[config.mk]
export PLATFORM = sky130hd
export DESIGN_NAME = ocs_clock_synth
export DESIGN_NICKNAME = d
export VERILOG_FILES = /design/src/core/ocs_pkg.sv /design/src/core/ocs_sync.sv /design/src/core/ocs_div.sv /design/src/core/ocs_clock_synth.sv
export SDC_FILE = /design/constraint.sdc
export NUM_CORES = 1
export LEC_CHECK = 0
export BUFFER_PORTS_ARGS = -buffer_cell sky130_fd_sc_hd__buf_2
export CAP_MARGIN = 5
export CORE_UTILIZATION = 45
export DETAILED_ROUTE_END_ITERATION = 16
export PLACE_DENSITY_LB_ADDON = 0.2
export SYNTH_ARGS = -nofsm -noshare
export SYNTH_HDL_FRONTEND = slang
export SYNTH_SLANG_ARGS = --single-unit
[constraint.sdc]
create_clock -name pclk -period 2.85 [get_ports pclk]
set_clock_uncertainty 0.15 [all_clocks]
set_input_delay 0.57 -clock pclk [delete_from_list [all_inputs] [get_ports pclk]]
set_output_delay 0.57 -clock pclk [all_outputs]
set_load 0.05 [all_outputs]
[src/core/ocs_pkg.sv]
package ocs_pkg;

  // ==========================================================
  // Timing.
  localparam int CLK_NS = 40;
  localparam int REF_LOSS_NS = 10000;
  // A longest wait rounds down to whole cycles.
  localparam int REF_LOSS_CYC = REF_LOSS_NS / CLK_NS;
  localparam int FACT_SETTLE = 3;

  // ==========================================================
  // Frequency plan.
  localparam int PLL_MULT = 8;
  localparam int MAX_SYS_KHZ = 32000;
  localparam int NOM_ROSC_KHZ = 8000;
  localparam int PSC_W = 3;
  localparam int TRIM_W = 10;
  localparam logic [PSC_W-1:0] PSC_MAX_CODE = 3'h5;

  // ==========================================================
  // Register map, byte addresses.
  localparam int ADDR_W = 8;
  localparam logic [ADDR_W-1:0] A_CTRL = 8'h00;
  localparam logic [ADDR_W-1:0] A_DIVBY = 8'h04;
  localparam logic [ADDR_W-1:0] A_STAT = 8'h08;
  localparam logic [ADDR_W-1:0] A_OCTRL = 8'h0c;
  localparam logic [ADDR_W-1:0] A_FACT = 8'h10;
  localparam logic [ADDR_W-1:0] A_ISTAT = 8'h14;
  localparam logic [ADDR_W-1:0] A_IMASK = 8'h18;

  // Control register fields.
  localparam int CTRL_W = 7;
  localparam int CTRL_REFSEL = 0;
  localparam int CTRL_PLLSEL = 1;
  localparam int CTRL_PLLPD = 2;
  localparam int CTRL_STBY = 3;
  localparam int CTRL_OSCPD = 4;
  localparam int CTRL_XTALPD = 5;
  localparam int CTRL_EXTPIN = 6;
  localparam logic [CTRL_W-1:0] CTRL_RST = 7'h00;

  // Status register fields.
  localparam int STAT_W = 4;
  localparam int ST_LOCK = 0;
  localparam int ST_LOST = 1;
  localparam int ST_PLL = 2;
  localparam int ST_SHUT = 3;

  // Interrupt events.
  localparam int EV_W = 3;
  localparam int EV_LOST = 0;
  localparam int EV_UNLOCK = 1;
  localparam int EV_LOCK = 2;

  typedef enum logic [2:0] {
    P_DIRECT = 3'b001,
    P_PLL = 3'b010,
    P_SHUT = 3'b100
  } ocs_path_t;

  function automatic logic ocs_psc_legal(input logic [PSC_W-1:0] c);
    return c <= PSC_MAX_CODE;
  endfunction

  // Smallest postscaler code that keeps the system clock in range.
  function automatic int ocs_min_code(input int ref_khz);
    int c;
    c = 0;
    while (c < 5 && ((ref_khz * PLL_MULT / 2) >> c) > MAX_SYS_KHZ)
      c = c + 1;
    return c;
  endfunction

endpackage

[src/core/ocs_sync.sv]
`timescale 1ns/1ps
`default_nettype none
module ocs_sync #(
  parameter int W = 1
) (
  input wire logic clk,
  input wire logic rst_n,
  input wire logic [W-1:0] d,
  output logic [W-1:0] q
);
  logic [W-1:0] meta;

  always_ff @(posedge clk or negedge rst_n) begin
    if (!rst_n) begin
      meta <= '0;
      q <= '0;
    end else begin
      meta <= d;
      q <= meta;
    end
  end
endmodule
`default_nettype wire

[src/core/ocs_div.sv]
`timescale 1ns/1ps
`default_nettype none
module ocs_div
  import ocs_pkg::*;
(
  input wire logic clk,
  input wire logic rst_n,
  input wire logic in_level,
  input wire logic [PSC_W-1:0] code,
  output logic out_level
);
  logic in_q;
  logic [4:0] cnt;
  logic [4:0] half_m1;
  logic rise;

  assign rise = in_level & ~in_q;
  // Divide by two to the code: toggle after half the input periods.
  assign half_m1 = (code == '0) ? 5'h00 : 5'((5'h01 << (code - 3'h1)) - 5'h01);

  always_ff @(posedge clk or negedge rst_n) begin
    if (!rst_n) begin
      in_q <= 1'b0;
      cnt <= 5'h00;
      out_level <= 1'b0;
    end else begin
      in_q <= in_level;
      if (code == '0) begin
        out_level <= in_level;
        cnt <= 5'h00;
      end else if (rise) begin
        if (cnt >= half_m1) begin
          cnt <= 5'h00;
          out_level <= ~out_level;
        end else begin
          cnt <= cnt + 5'h01;
        end
      end
    end
  end
endmodule
`default_nettype wire

[src/core/ocs_clock_synth.sv]
// The APB interface to the registers and the register offsets were chosen for this implementation.
`timescale 1ns/1ps
`default_nettype none
// ==========================================================
// Summary of operation
// Direct mode passes the selected reference straight to the 2X clock.
// PLL mode gives reference times eight over a power-of-two postscaler.
// A 3-bit postscaler field selects the divisor on the PLL output.
// System clock is the 2X clock halved, giving a 50% duty cycle.
// The 2X clock is driven out to the system integration unit.
// A 3X clock is driven out to timer and PWM blocks.
// Postscaler is clamped so the system clock never passes 32 MHz.
// Software picks internal, crystal or external clock as reference.
// After reset the internal relaxation oscillator is the reference.
// Software switches to an external source only once it is stable.
// A 10-bit trim value sits in bits 0 to 9 of oscillator control.
// Each trim step moves the oscillator about 0.078% of 8 MHz.
// The factory trim is loaded into the factory option word at reset.
// Boot software copies the factory trim into the trim field.
// Losing the PLL reference triggers a safety shutdown.
// Software can power down the PLL.
// Software can put the oscillators in standby or power them down.
// Postscaler codes 0 to 5 give 1 to 32; codes 6 and 7 are ignored.
// Reference loss sets a readable flag and forces 2X off the PLL path.
module ocs_clock_synth
  import ocs_pkg::*;
#(
  parameter int REF_KHZ = NOM_ROSC_KHZ,
  parameter int LOSS_CYC = REF_LOSS_CYC
) (
  input wire logic pclk,
  input wire logic presetn,
  input wire logic psel,
  input wire logic penable,
  input wire logic pwrite,
  input wire logic [ADDR_W-1:0] paddr,
  input wire logic [31:0] pwdata,
  output logic [31:0] prdata,
  output logic pready,
  output logic pslverr,
  input wire logic rosc_clk,
  input wire logic xosc_clk,
  input wire logic ext_clk,
  input wire logic pll_clk,
  input wire logic pll_lock,
  input wire logic tri_clk,
  input wire logic [TRIM_W-1:0] factory_trim,
  output logic clk2x,
  output logic clk_sys,
  output logic clk3x,
  output logic ref_source_select,
  output logic pll_powerdown,
  output logic osc_standby,
  output logic osc_powerdown,
  output logic xtal_powerdown,
  output logic [TRIM_W-1:0] osc_trim,
  output logic ref_lost,
  output logic irq
);
  localparam logic [PSC_W-1:0] MIN_CODE = PSC_W'(ocs_min_code(REF_KHZ));
  localparam logic [11:0] LOSS_LIM = 12'(LOSS_CYC);
  localparam logic [1:0] FACT_DONE = 2'(FACT_SETTLE);

  // ==========================================================
  // Pin synchronisers.
  localparam int SW = 6 + TRIM_W;
  logic [SW-1:0] sync_q;
  logic rosc_s, xosc_s, ext_s, pll_s, lock_s, tri_s;
  logic [TRIM_W-1:0] fact_s;

  ocs_sync #(.W(SW)) u_sync (
    .clk(pclk),
    .rst_n(presetn),
    .d({factory_trim, tri_clk, pll_lock, pll_clk, ext_clk, xosc_clk,
        rosc_clk}),
    .q(sync_q)
  );
  assign {fact_s, tri_s, lock_s, pll_s, ext_s, xosc_s, rosc_s} = sync_q;

  // ==========================================================
  // Registers.
  logic [CTRL_W-1:0] ctrl;
  logic [PSC_W-1:0] pscale;
  logic [TRIM_W-1:0] factory_option_word;
  logic [1:0] fact_cnt;
  logic [EV_W-1:0] istat, imask, ev;
  ocs_path_t path, next_path;
  logic wr_en, rd_en, ref_s, ref_q, ref_edge, lock_q;
  logic [11:0] loss_cnt;
  logic [31:0] next_rdata;
  logic next_err;

  assign wr_en = psel & penable & pready & pwrite;
  assign rd_en = psel & penable & ~pready & ~pwrite;

  always_comb begin
    next_err = 1'b0;
    next_rdata = 32'h0000_0000;
    case (paddr)
      A_CTRL: next_rdata = 32'(ctrl);
      A_DIVBY: next_rdata = 32'(pscale);
      A_STAT: next_rdata = 32'({path == P_SHUT, path == P_PLL, ref_lost,
                                lock_s});
      A_OCTRL: next_rdata = 32'(osc_trim);
      A_FACT: next_rdata = 32'(factory_option_word);
      A_ISTAT: next_rdata = 32'(istat);
      A_IMASK: next_rdata = 32'(imask);
      default: next_err = 1'b1;
    endcase
  end

  // One wait state; a write lands on the edge that sees pready high.
  always_ff @(posedge pclk or negedge presetn) begin
    if (!presetn) begin
      pready <= 1'b0;
      pslverr <= 1'b0;
      prdata <= 32'h0000_0000;
    end else begin
      pready <= psel & penable & ~pready;
      pslverr <= psel & penable & ~pready & next_err;
      if (rd_en)
        prdata <= next_rdata;
    end
  end

  // Reset selects the internal oscillator; a shutdown drops the PLL request.
  always_ff @(posedge pclk or negedge presetn) begin
    if (!presetn) begin
      ctrl <= CTRL_RST;
    end else begin
      if (wr_en && paddr == A_CTRL)
        ctrl <= pwdata[CTRL_W-1:0];
      if (path == P_PLL && ref_lost)
        ctrl[CTRL_PLLSEL] <= 1'b0;
    end
  end

  // Reserved codes are dropped; fast codes are raised to the limit.
  always_ff @(posedge pclk or negedge presetn) begin
    if (!presetn) begin
      pscale <= PSC_MAX_CODE;
    end else if (wr_en && paddr == A_DIVBY &&
                 ocs_psc_legal(pwdata[PSC_W-1:0])) begin
      if (pwdata[PSC_W-1:0] < MIN_CODE)
        pscale <= MIN_CODE;
      else
        pscale <= pwdata[PSC_W-1:0];
    end
  end

  always_ff @(posedge pclk or negedge presetn) begin
    if (!presetn)
      osc_trim <= '0;
    else if (wr_en && paddr == A_OCTRL)
      osc_trim <= pwdata[TRIM_W-1:0];
  end

  // The stored word is only trusted once the synchroniser has settled.
  always_ff @(posedge pclk or negedge presetn) begin
    if (!presetn) begin
      fact_cnt <= 2'h0;
      factory_option_word <= '0;
    end else if (fact_cnt != FACT_DONE) begin
      fact_cnt <= fact_cnt + 2'h1;
      if (fact_cnt == FACT_DONE - 2'h1)
        factory_option_word <= fact_s;
    end
  end

  // ==========================================================
  // Reference selection and loss detection.
  always_comb begin
    if (!ctrl[CTRL_REFSEL])
      ref_s = rosc_s;
    else if (ctrl[CTRL_EXTPIN])
      ref_s = ext_s;
    else
      ref_s = xosc_s;
  end
  assign ref_edge = ref_s ^ ref_q;

  always_ff @(posedge pclk or negedge presetn) begin
    if (!presetn) begin
      ref_q <= 1'b0;
      loss_cnt <= 12'h000;
      ref_lost <= 1'b0;
    end else begin
      ref_q <= ref_s;
      if (ref_edge) begin
        loss_cnt <= 12'h000;
        ref_lost <= 1'b0;
      end else if (loss_cnt != LOSS_LIM) begin
        loss_cnt <= loss_cnt + 12'h001;
      end else begin
        ref_lost <= 1'b1;
      end
    end
  end

  // ==========================================================
  // Clock path state.
  always_comb begin
    next_path = path;
    case (path)
      P_DIRECT:
        if (ctrl[CTRL_PLLSEL] && lock_s && !ctrl[CTRL_PLLPD] && !ref_lost)
          next_path = P_PLL;
      P_PLL:
        if (ref_lost)
          next_path = P_SHUT;
        else if (!ctrl[CTRL_PLLSEL] || ctrl[CTRL_PLLPD] || !lock_s)
          next_path = P_DIRECT;
      P_SHUT:
        if (!ref_lost)
          next_path = P_DIRECT;
      default:
        next_path = P_DIRECT;
    endcase
  end

  always_ff @(posedge pclk or negedge presetn) begin
    if (!presetn)
      path <= P_DIRECT;
    else
      path <= next_path;
  end

  // ==========================================================
  // Clock outputs.
  logic div_q, clk2x_q;

  ocs_div u_div (
    .clk(pclk),
    .rst_n(presetn),
    .in_level(pll_s),
    .code(pscale),
    .out_level(div_q)
  );

  always_ff @(posedge pclk or negedge presetn) begin
    if (!presetn) begin
      clk2x <= 1'b0;
      clk2x_q <= 1'b0;
      clk_sys <= 1'b0;
      clk3x <= 1'b0;
    end else begin
      if (path == P_PLL)
        clk2x <= div_q;
      else
        clk2x <= ref_s;
      clk2x_q <= clk2x;
      if (clk2x && !clk2x_q)
        clk_sys <= ~clk_sys;
      clk3x <= tri_s;
    end
  end

  always_ff @(posedge pclk or negedge presetn) begin
    if (!presetn) begin
      ref_source_select <= 1'b0;
      pll_powerdown <= 1'b0;
      osc_standby <= 1'b0;
      osc_powerdown <= 1'b0;
      xtal_powerdown <= 1'b0;
    end else begin
      ref_source_select <= ctrl[CTRL_REFSEL];
      pll_powerdown <= ctrl[CTRL_PLLPD];
      osc_standby <= ctrl[CTRL_STBY];
      osc_powerdown <= ctrl[CTRL_OSCPD];
      xtal_powerdown <= ctrl[CTRL_XTALPD];
    end
  end

  // ==========================================================
  // Interrupts; a new event beats a same-cycle write-one-to-clear.
  always_ff @(posedge pclk or negedge presetn) begin
    if (!presetn)
      lock_q <= 1'b0;
    else
      lock_q <= lock_s;
  end

  always_comb begin
    ev = '0;
    ev[EV_LOST] = path == P_PLL && ref_lost;
    ev[EV_UNLOCK] = lock_q && !lock_s;
    ev[EV_LOCK] = !lock_q && lock_s;
  end

  always_ff @(posedge pclk or negedge presetn) begin
    if (!presetn) begin
      istat <= '0;
      imask <= '0;
      irq <= 1'b0;
    end else begin
      if (wr_en && paddr == A_ISTAT)
        istat <= (istat & ~pwdata[EV_W-1:0]) | ev;
      else
        istat <= istat | ev;
      if (wr_en && paddr == A_IMASK)
        imask <= pwdata[EV_W-1:0];
      irq <= |(istat & imask);
    end
  end

  // ==========================================================
  // Checks.
  a_direct_follow: assert property (@(posedge pclk) disable iff (!presetn)
    path == P_DIRECT |=> clk2x == $past(ref_s))
    else $error("2X clock does not follow the reference in direct mode.");
  a_pll_leave: assert property (@(posedge pclk) disable iff (!presetn)
    path == P_PLL && !lock_s |=> path != P_PLL)
    else $error("PLL path kept after lock was lost.");
  a_psc_range: assert property (@(posedge pclk) disable iff (!presetn)
    pscale <= PSC_MAX_CODE && pscale >= MIN_CODE)
    else $error("Postscaler code out of range.");
  a_freq_clamp: assert property (@(posedge pclk) disable iff (!presetn)
    wr_en && paddr == A_DIVBY && pwdata[PSC_W-1:0] < MIN_CODE
    |=> pscale == MIN_CODE)
    else $error("Fast postscaler code was not clamped.");
  a_sys_toggle: assert property (@(posedge pclk) disable iff (!presetn)
    $changed(clk_sys) |-> $past(clk2x && !clk2x_q))
    else $error("System clock toggled without a 2X rising edge.");
  a_trim_write: assert property (@(posedge pclk) disable iff (!presetn)
    wr_en && paddr == A_OCTRL |=> osc_trim == $past(pwdata[TRIM_W-1:0]))
    else $error("Trim write not stored.");
  a_fact_load: assert property (@(posedge pclk) disable iff (!presetn)
    fact_cnt == FACT_DONE - 2'h1 |=>
    factory_option_word == $past(fact_s) ##1 fact_cnt == FACT_DONE)
    else $error("Factory trim not captured after reset.");
  a_lost_shut: assert property (@(posedge pclk) disable iff (!presetn)
    path == P_PLL && ref_lost |=> path == P_SHUT && !ctrl[CTRL_PLLSEL]
    && istat[EV_LOST] ##1 clk2x == $past(ref_s))
    else $error("Reference loss did not force the PLL path off.");
  a_pd_follow: assert property (@(posedge pclk) disable iff (!presetn)
    wr_en && paddr == A_CTRL |=> ##1 pll_powerdown ==
    $past(pwdata[CTRL_PLLPD], 2))
    else $error("PLL power-down did not follow the control write.");
  a_shut_loss: assert property (@(posedge pclk) disable iff (!presetn)
    !ref_edge [*8] ##1 loss_cnt == LOSS_LIM && !ref_edge
    |=> ref_lost)
    else $error("Reference loss not flagged after the timeout.");

  c_pll_run: cover property (@(posedge pclk) disable iff (!presetn)
    path == P_DIRECT ##1 path == P_PLL);
  c_shutdown: cover property (@(posedge pclk) disable iff (!presetn)
    path == P_SHUT);
  c_irq: cover property (@(posedge pclk) disable iff (!presetn) irq);
  c_reserved: cover property (@(posedge pclk) disable iff (!presetn)
    wr_en && paddr == A_DIVBY && !ocs_psc_legal(pwdata[PSC_W-1:0]));
endmodule
`default_nettype wire

==> results.yml, run 1 <==
sta:
  setup_viol: 0
  rsz0062_at_grt: "false"
  fmax_mhz: 381
  hold_viol: 0
  finalCritPeriodShare_pct: 92.0
  worst_slew_pin_slew_ps: 758
  min_period_ps: 2620
  setup-tns-final_ps: 0
  slew_violations: 0
  slew_headroom_pct: 49.3
placed_design:
  globalplace.congestion: 0.794
  dp_hpwl_mm: 6.72
  io_buffers: 70
worst_setup_path:
  cp-end-kind: "flip-flop"
  critPathKind: "flip-flop to flip-flop"
  path_cells: "nor2b_1 > nand2b_1 > ha_1 > xor2_1 > nand2_1 > nor2_1 > a31oi_1 > ha_1 > nand3_1 > o21ai_2 > nor2_1 > mux2_2"
  cp_max_fo: 7
  cp_slowest_cell: "dfstp_2"
  start_kind: "flip-flop"
  crit_buf_inv: 0
  critPathArrivalTime_ps: 2870
  cpPeakStageDelay_ps: 580
  r2r_setup_slack_ps: 230
  worstPathRequired_ps: 3090
  critPathTopFamily: "flip-flops"
synthesis:
  yosysWarnings: 0
  netlist_instances: 412
  synth_top_family_by_area: "simple AND/OR/NAND/NOR gates"
  synthArstFlopShare_pct: 100
  synth_edf_count: 0
  synth_mux_area_share_pct: 10.7
  synth_xor_area_share_pct: 2.83
  synthSimpleGateAreaFrac_pct: 11.4
  ys_seq_area_share_pct: 59.2
  ys_ff_latch: 117
  synth_area_um2: 4950
  syn_avg_cell_area_um2: 12.0
  synthAdderAreaFrac_pct: 2.78
  synth_cell_types: 49
  synth_compound_area_share_pct: 7.76
  synth_top_flop_cell: "dfrtp_1"
finish:
  final_layout_size_suffix_gt1_share_pct: 30.7
  ff_latch_area_um2: 2930
  fin_nets: 584
  layout_commonest_cell: "dfrtp_1"
  num-fill-cells: 870
  antenna_cells: 0
  area_delta_synth_final_pct: 25.7
  mostFrequentLayoutCells: "114 x dfrtp_1, 69 x buf_2, 41 x mux2_2"
  multi_input_comb_area_um2: 1850
pwr:
  powerDensity_nw_per_um2: 680
  leakage_nw: 2.98
  ir_worst_vdd_v: 0.000305
  totalPowerFinal_mw: 4.23
floorplan:
  die_x_um: 107
  die_y_um: 107
  rows: 37
  floorplan.initialDensity_pct: 47.1
  fp.dieArea_um2: 11400
  ioPinCount: 115
  core_um2: 10500
global_route:
  first_global_vias: 3418
  grt_overflow: 0
  antenna_found_initial: 0
  grt_usage_pct: 19.4
  grt_pass1_wl_mm: 16.6
  grt_max_degree: 43
detailed_routing:
  drt_iter0_drc: 200
  wl_per_cell_um: 14.8
  drt_first_pass_iters: 4
  drc_errors: 0
  wl_mm: 9.75
  ant_nets: 0
  via_count: 3344
  vias_per_cell: 5.06
cts:
  cts.sink_count: 117
  tritoncts: "done"
  cts_root_buf: "clkbuf_8"
  h-tree-depth: 4
  clockBufferDepth: 2
  post_cts_buffers: 0
  clock_latency_ps: 510
  cts_buffers: 17
  cts.clk_slew.worst_paths_ps: 60
run:
  maxCapViolations: 0
worst_hold_path:
  min_path_type: "input port to flip-flop"
status:
  status: "completed"
## state kept, by name, indices dropped and copies added (netlist names), 2 cells and up
signal,count
loss_cnt,12
u_sync.q,16
prdata,10
osc_trim,10
istat,3
ctrl,7
pscale,3
imask,3
u_div.cnt,5
fact_cnt,2
factory_option_word,10
u_sync.meta,16
path,3
## per-stage QoR
stage	utilization, %	cell area (µm²)	setup slack (ps)	std cells	hold slack (ps)
floorplan	-	5030	135	433	124
global placement	51.6	5430	154	612	182
detailed placement	51.6	5430	120	612	186
CTS	59.2	6220	108	661	116
global route	59.2	6220	17.6	661	118
finish	59.2	6220	228	661	144
## synthesized netlist by cell type, drive strengths merged, types with 4 or more instances
cell type | number | area [µm²]
a22oi | 9 | 67.6
mux2 | 41 | 462
nand2b | 7 | 43.8
a21oi | 7 | 35.0
nor2b | 5 | 31.3
or3 | 4 | 30.0
xnor2 | 8 | 70.1
dfrtp | 114 | 2850
clkbuf | 13 | 48.8
o21ai | 24 | 120
nor3 | 6 | 41.3
buf | 23 | 169
inv | 10 | 37.5
ha | 11 | 138
xor2 | 8 | 70.1
nand2 | 33 | 124
nand3 | 8 | 40.0
nor2 | 34 | 128
mux2i | 7 | 70.1
## where the power goes
part           switching, mW  internal [mW]  leakage (nW)
Sequential            0.0312           1.72          1.48
Clock                  0.768           1.42         0.299
Combinational          0.208         0.0907          1.20
Total                   1.01           3.22          2.98
## worst register-to-register path, delay by kind of cell (launching register included)
family | cells | cell delay, ps
simple gates | 6 | 470
xor+xnor | 1 | 160
mux | 1 | 270
compound gates | 2 | 330
flops | 1 | 580
fa+ha+maj | 2 | 550
## final timing paths
check                               start                endpoint  depth (start not counted)
hold / removal                  pwdata[7]             osc_trim[7]                          2
min in group asynchronous         presetn  factory_option_word[5]                          2
setup / recovery                pscale[0]            u_div.cnt[0]                         12
max in group asynchronous         presetn               pscale[2]                          3
hold reg to reg            u_sync.meta[8]             u_sync.q[8]                          0
setup reg to reg                pscale[0]            u_div.cnt[0]                         12
## logic make-up after synthesis
logic type,Yosys count
DFF,117
other,1
adders and majority gates,11
xor gates and xnor gates,16
and+or+nand+nor,114
AOI/OAI and AO/OA,59
muxes,48
buffers and inverters,46
## per-layer routing
layer	GRT usage [%]	part of all wire, %	vias up
li1	-	-	1598
met1	24.2	44	1632
met2	30.0	48	99
met3	7.11	5.9	15
met4	9.20	2.4	0
met5	0	0	-
## repair_timing
action | in CTS | in global routing
gates resized for setup | 0 | 2
setup endpoints to repair | 0 | 4
hold buffers | 17 | 0
hold endpoints to repair | 37 | 0
## cell type report
type / count / share of cell area (%)
repair buffers: 96 / 9.89
well taps: 136 / 2.73
inverters: 10 / 0.603
multi-input cells: 270 / 29.7
clock buffers: 20 / 7.32
clock inverters: 12 / 2.67
flip-flops and latches: 117 / 47.1
No activity file was read; power rests on OpenSTA's default activity.
==> inputs of run 2 (changes only) <==
- REMOVE_ABC_BUFFERS: default -> 1
==> run 2 against run 1 <==
Sequential power barely moved. Highest routed layer unchanged. Worst hold slack worse by 130 ps. Largest power group unchanged. Register-to-register slack improved by 20 ps. Critical path type unchanged.
==> results.yml, run 2 (synthesized netlist as in run 1, its figures left out) <==
status:
  status: "completed"
cts:
  clockBufferDepth: 2
  cts_buffers: 17
  cts.sink_count: 117
  h-tree-depth: 4
  clock_latency_ps: 510
  cts.clk_slew.worst_paths_ps: 60
  cts_root_buf: "clkbuf_8"
  tritoncts: "done"
global_route:
  grt_max_degree: 69
  first_global_vias: 3401
  grt_overflow: 0
  grt_usage_pct: 19.1
  grt_pass1_wl_mm: 16.5
  antenna_found_initial: 0
worst_setup_path:
  crit_top_cell: "nor2_1"
  cpPeakStageDelay_ps: 580
  cp-endpoint: "u_div.cnt[0]"
  path_cells: "nor2b_1 > nand2b_1 > ha_2 > xor2_1 > nand2_1 > nor2_1 > a31oi_1 > ha_1 > nand3_1 > o21ai_4 > nor2_1 > mux2_2"
  worstPathRequired_ps: 3090
  r2r_setup_slack_ps: 250
  reg2reg_depth: 12
  critPathArrivalTime_ps: 2840
  rr_endpoint: "u_div.cnt[0]"
  cp_slowest_cell: "dfstp_2"
  worstSetupStartpoint: "pscale[0]"
  cp_max_fo: 7
  cp-end-kind: "flip-flop"
  critPathKind: "flip-flop to flip-flop"
  reg2reg_from: "pscale[0]"
  start_kind: "flip-flop"
sta:
  setup_viol: 0
  finalCritPeriodShare_pct: 91.3
  hold_viol: 0
  min_period_ps: 2600
  slew_headroom_pct: 45.9
  worst_slew_pin_slew_ps: 809
  setup-tns-final_ps: 0
  fmax_mhz: 384
  rsz0062_at_grt: "false"
  fin_ws_ps: 247
  whs_ps: 18.2
  slew_violations: 0
placed_design:
  io_buffers: 70
  dp_hpwl_mm: 6.65
  globalplace.congestion: 0.786
  placed_area_um2: 5440
  dp.cells: 613
  dp_worst_setup_slack_ps: 54.2
pwr:
  totalPowerFinal_mw: 4.03
  powerDensity_nw_per_um2: 652
  leakage_nw: 2.96
  ir_worst_vdd_v: 0.000379
detailed_routing:
  drt_iter0_drc: 212
  via_count: 3357
  drc_errors: 0
  wl_per_cell_um: 14.9
  ant_nets: 0
  wl_mm: 9.88
  vias_per_cell: 5.06
  drt_first_pass_iters: 4
finish:
  antenna_cells: 0
  layout_commonest_cell: "dfrtp_1"
  final_util_pct: 58.9
  ff_latch_area_um2: 2930
  finalNonFillerCells: 663
  fin_nets: 586
  reg.largest.list: "u_sync.meta (16), u_sync.q (16), loss_cnt (12)"
  multi_input_comb_area_um2: 1860
  mostFrequentLayoutCells: "114 x dfrtp_1, 69 x buf_2, 41 x mux2_2"
  final_layout_size_suffix_gt1_share_pct: 31.5
  area_delta_synth_final_pct: 25.0
  final_area_um2: 6190
  num-fill-cells: 864
floorplan:
  die_x_um: 107
  rows: 37
  ioPinCount: 115
  die_y_um: 107
  fp.dieArea_um2: 11400
  floorplan.initialDensity_pct: 47.1
  core_um2: 10500
run:
  maxCapViolations: 0
worst_hold_path:
  min_path_type: "input port to flip-flop"
[run 2: critical path, delay by kind of cell, from the launching register on]
family / cells / cell delay (ps)
adders and majority gates: 2 / 530
AOI/OAI and AO/OA: 2 / 300
DFF: 1 / 580
muxes: 1 / 280
xor gates and xnor gates: 1 / 150
and+or+nand+nor: 6 / 500
[run 2: cell type report]
cell class | count | area share (%)
Inverter | 10 | 0.607
Sequential cell | 117 | 47.4
Multi-Input combinational cell | 270 | 30.1
Timing Repair Buffer | 98 | 10.1
Clock buffer | 17 | 6.69
Clock inverter | 15 | 2.35
Tap cell | 136 | 2.75
[run 2: metal layers]
metal  GRT usage (%)  vias up  share of wire [%]
met2            30.4       96                 49
met4            6.56        0                1.2
met5               0        -                  0
li1                -     1596                  -
met3            6.32        8                5.0
met1            24.4     1657                 45
[run 2: report_power, final]
group	switching, mW	internal (mW)	total (mW)
clock	0.812	1.18	1.99
combinational	0.208	0.0892	0.297
sequential	0.0320	1.72	1.75
[run 2: timing repair]
item                       CTS  global route
hold buffers                11             5
setup buffers                0             2
setup endpoints to repair    0             6
gates resized for setup      0             4
hold endpoints to repair    33             5
[run 2: how the worst min path moves through the flow]
stage,startpoint,end,slack (ps),depth (start not counted)
6_report,pll_lock,u_sync.meta[4],20,1
5_1_grt,pll_lock,u_sync.meta[4],3,1
4_1_cts,pll_lock,u_sync.meta[4],0.06,1
3_5_place_dp,u_sync.meta[14],u_sync.q[14],180,0
3_3_place_gp,u_sync.meta[11],u_sync.q[11],180,0
2_1_floorplan,presetn,clk2x,120,0
==> inputs of run 3 (changes only) <==
- PLACE_DENSITY: default -> 0.71
- PLACE_DENSITY_LB_ADDON: 0.2 -> default
==> run 3 against run 2 <==
Total power is 3.3% higher. Global-route usage up 0.38 points. Sequential power about the same. Clock power increased by 7%. Wire length up 2.8%. Worst setup slack got worse by 74 ps. Largest power group unchanged.
==> results.yml, run 3 (synthesized netlist as in run 1, its figures left out) <==
worst_setup_path:
  start_kind: "flip-flop"
  cp_max_fo: 10
  critPathArrivalTime_ps: 2920
  reg2reg_depth: 12
  r2r_setup_slack_ps: 170
  rr_endpoint: "u_div.cnt[0]"
  critPathKind: "flip-flop to flip-flop"
  worstPathRequired_ps: 3090
  cp-end-kind: "flip-flop"
  reg2reg_from: "pscale[0]"
cts:
  clockBufferDepth: 2
  tritoncts: "done"
  cts.clk_slew.worst_paths_ps: 60
  cts_buffers: 17
  clock_latency_ps: 510
  h-tree-depth: 4
  cts_root_buf: "clkbuf_8"
  cts.sink_count: 117
pwr:
  powerDensity_nw_per_um2: 677
  ir_worst_vdd_v: 0.000477
  leakage_nw: 2.93
detailed_routing:
  vias_per_cell: 5.24
  via_count: 3437
  drt_iter0_drc: 141
  drc_errors: 0
  wl_mm: 10.2
  ant_nets: 0
  wl_per_cell_um: 15.5
  drt_first_pass_iters: 4
floorplan:
  fp.dieArea_um2: 11400
  floorplan.initialDensity_pct: 47.1
  ioPinCount: 115
  die_y_um: 107
  core_um2: 10500
  die_x_um: 107
  rows: 37
finish:
  reg.largest.list: "u_sync.meta (16), u_sync.q (16), loss_cnt (12)"
  ff_latch_area_um2: 2930
  layout_commonest_cell: "dfrtp_1"
  fin_nets: 579
  num-fill-cells: 797
  final_layout_size_suffix_gt1_share_pct: 31.2
  multi_input_comb_area_um2: 1850
  mostFrequentLayoutCells: "113 x dfrtp_1, 69 x buf_2, 41 x mux2_2"
  area_delta_synth_final_pct: 24.4
  antenna_cells: 0
worst_hold_path:
  min_path_type: "input port to flip-flop"
  holdPathEnd: "u_sync.meta[0]"
  holdCritStartpoint: "rosc_clk"
  holdPathStages: 1
global_route:
  grt_max_degree: 49
  grt_usage_pct: 19.4
  antenna_found_initial: 0
  first_global_vias: 3448
  grt_overflow: 0
  grt_pass1_wl_mm: 16.8
run:
  maxCapViolations: 0
sta:
  rsz0062_at_grt: "false"
  slew_violations: 0
  setup_viol: 0
  min_period_ps: 2680
  finalCritPeriodShare_pct: 93.9
  whs_ps: 20.0
  fmax_mhz: 374
  hold_viol: 0
  setup-tns-final_ps: 0
  worst_slew_pin_slew_ps: 775
  slew_headroom_pct: 48.1
status:
  status: "completed"
placed_design:
  globalplace.congestion: 0.808
  io_buffers: 70
  dp_hpwl_mm: 6.83
run 3: changes by cell type in the layout (fill, tap and decap cells not counted), sizes merged:
cell,before,now
inv,17,12
clkbuf,17,18
clkinv,5,4
clkinvlp,2,5
dlygate4sd3,16,12
bufinv,1,3
buf,82,79
run 3: layout make-up:
cell class	instances	area share, %
clock inverter	14	2.87
multi-input combinational	270	30.0
tap	136	2.76
timing repair buffer	91	9.19
inverter	10	0.610
sequential	117	47.6
clock buffer	18	6.95
run 3: worst max-delay path by stage:
| stage | startpoint | cells past startpoint | slack (ps) | end |
|---|---|---|---|---|
| floorplan | paddr[0] | 4 | 330 | osc_trim[0] |
| global placement | pscale[0] | 12 | 140 | u_div.cnt[0] |
| detailed placement | pscale[0] | 12 | 60 | u_div.cnt[0] |
| CTS | pscale[0] | 12 | 40 | u_div.cnt[0] |
| global route | pscale[0] | 11 | 6 | u_div.out_level |
| finish | pscale[0] | 12 | 170 | u_div.cnt[0] |
run 3: timing repair:
action,in CTS,in global routing
endpoints found under the setup margin,0,3
hold buffers,9,3
setup buffers,0,0
hold endpoints to repair,39,3
gates resized for setup,0,2
run 3: per-layer routing:
metal	GRT usage (%)	wire [µm]
met3	6.08	562
met4	8.02	178
met1	24.3	4310
met5	0	0
met2	31.4	5090
run 3: worst max-delay path, cell delays in order (launching register included):
cell and delay (ps):
dfstp_2 610, nor2b_1 80, nand2b_1 70, ha_1 250
xor2_1 160, nand2_1 60, nor2_1 80, a31oi_1 60
ha_1 310, nand3_1 80, o21ai_2 260, nor2_1 110
mux2_2 280
run 3: per-stage QoR:
stage / area [µm²] / power [mW] / instances / util, % / setup WS (ps)
4_1_cts: 6120 / 4.20 / 653 / 58.3 / 43.9
6_report: 6160 / 4.17 / 656 / 58.6 / 173
5_1_grt: 6160 / 4.31 / 656 / 58.6 / 6.07
2_1_floorplan: 4810 / 1.94 / 397 / - / 326
3_5_place_dp: 5430 / 2.06 / 612 / 51.6 / 58.9
3_3_place_gp: 5430 / 2.05 / 612 / 51.6 / 142
run 3: power breakdown:
group	switching (mW)	total [mW]	internal, mW
clock network	0.764	2.12	1.36
registers	0.0302	1.75	1.72
logic	0.211	0.297	0.0862
total	1.00	4.17	3.16
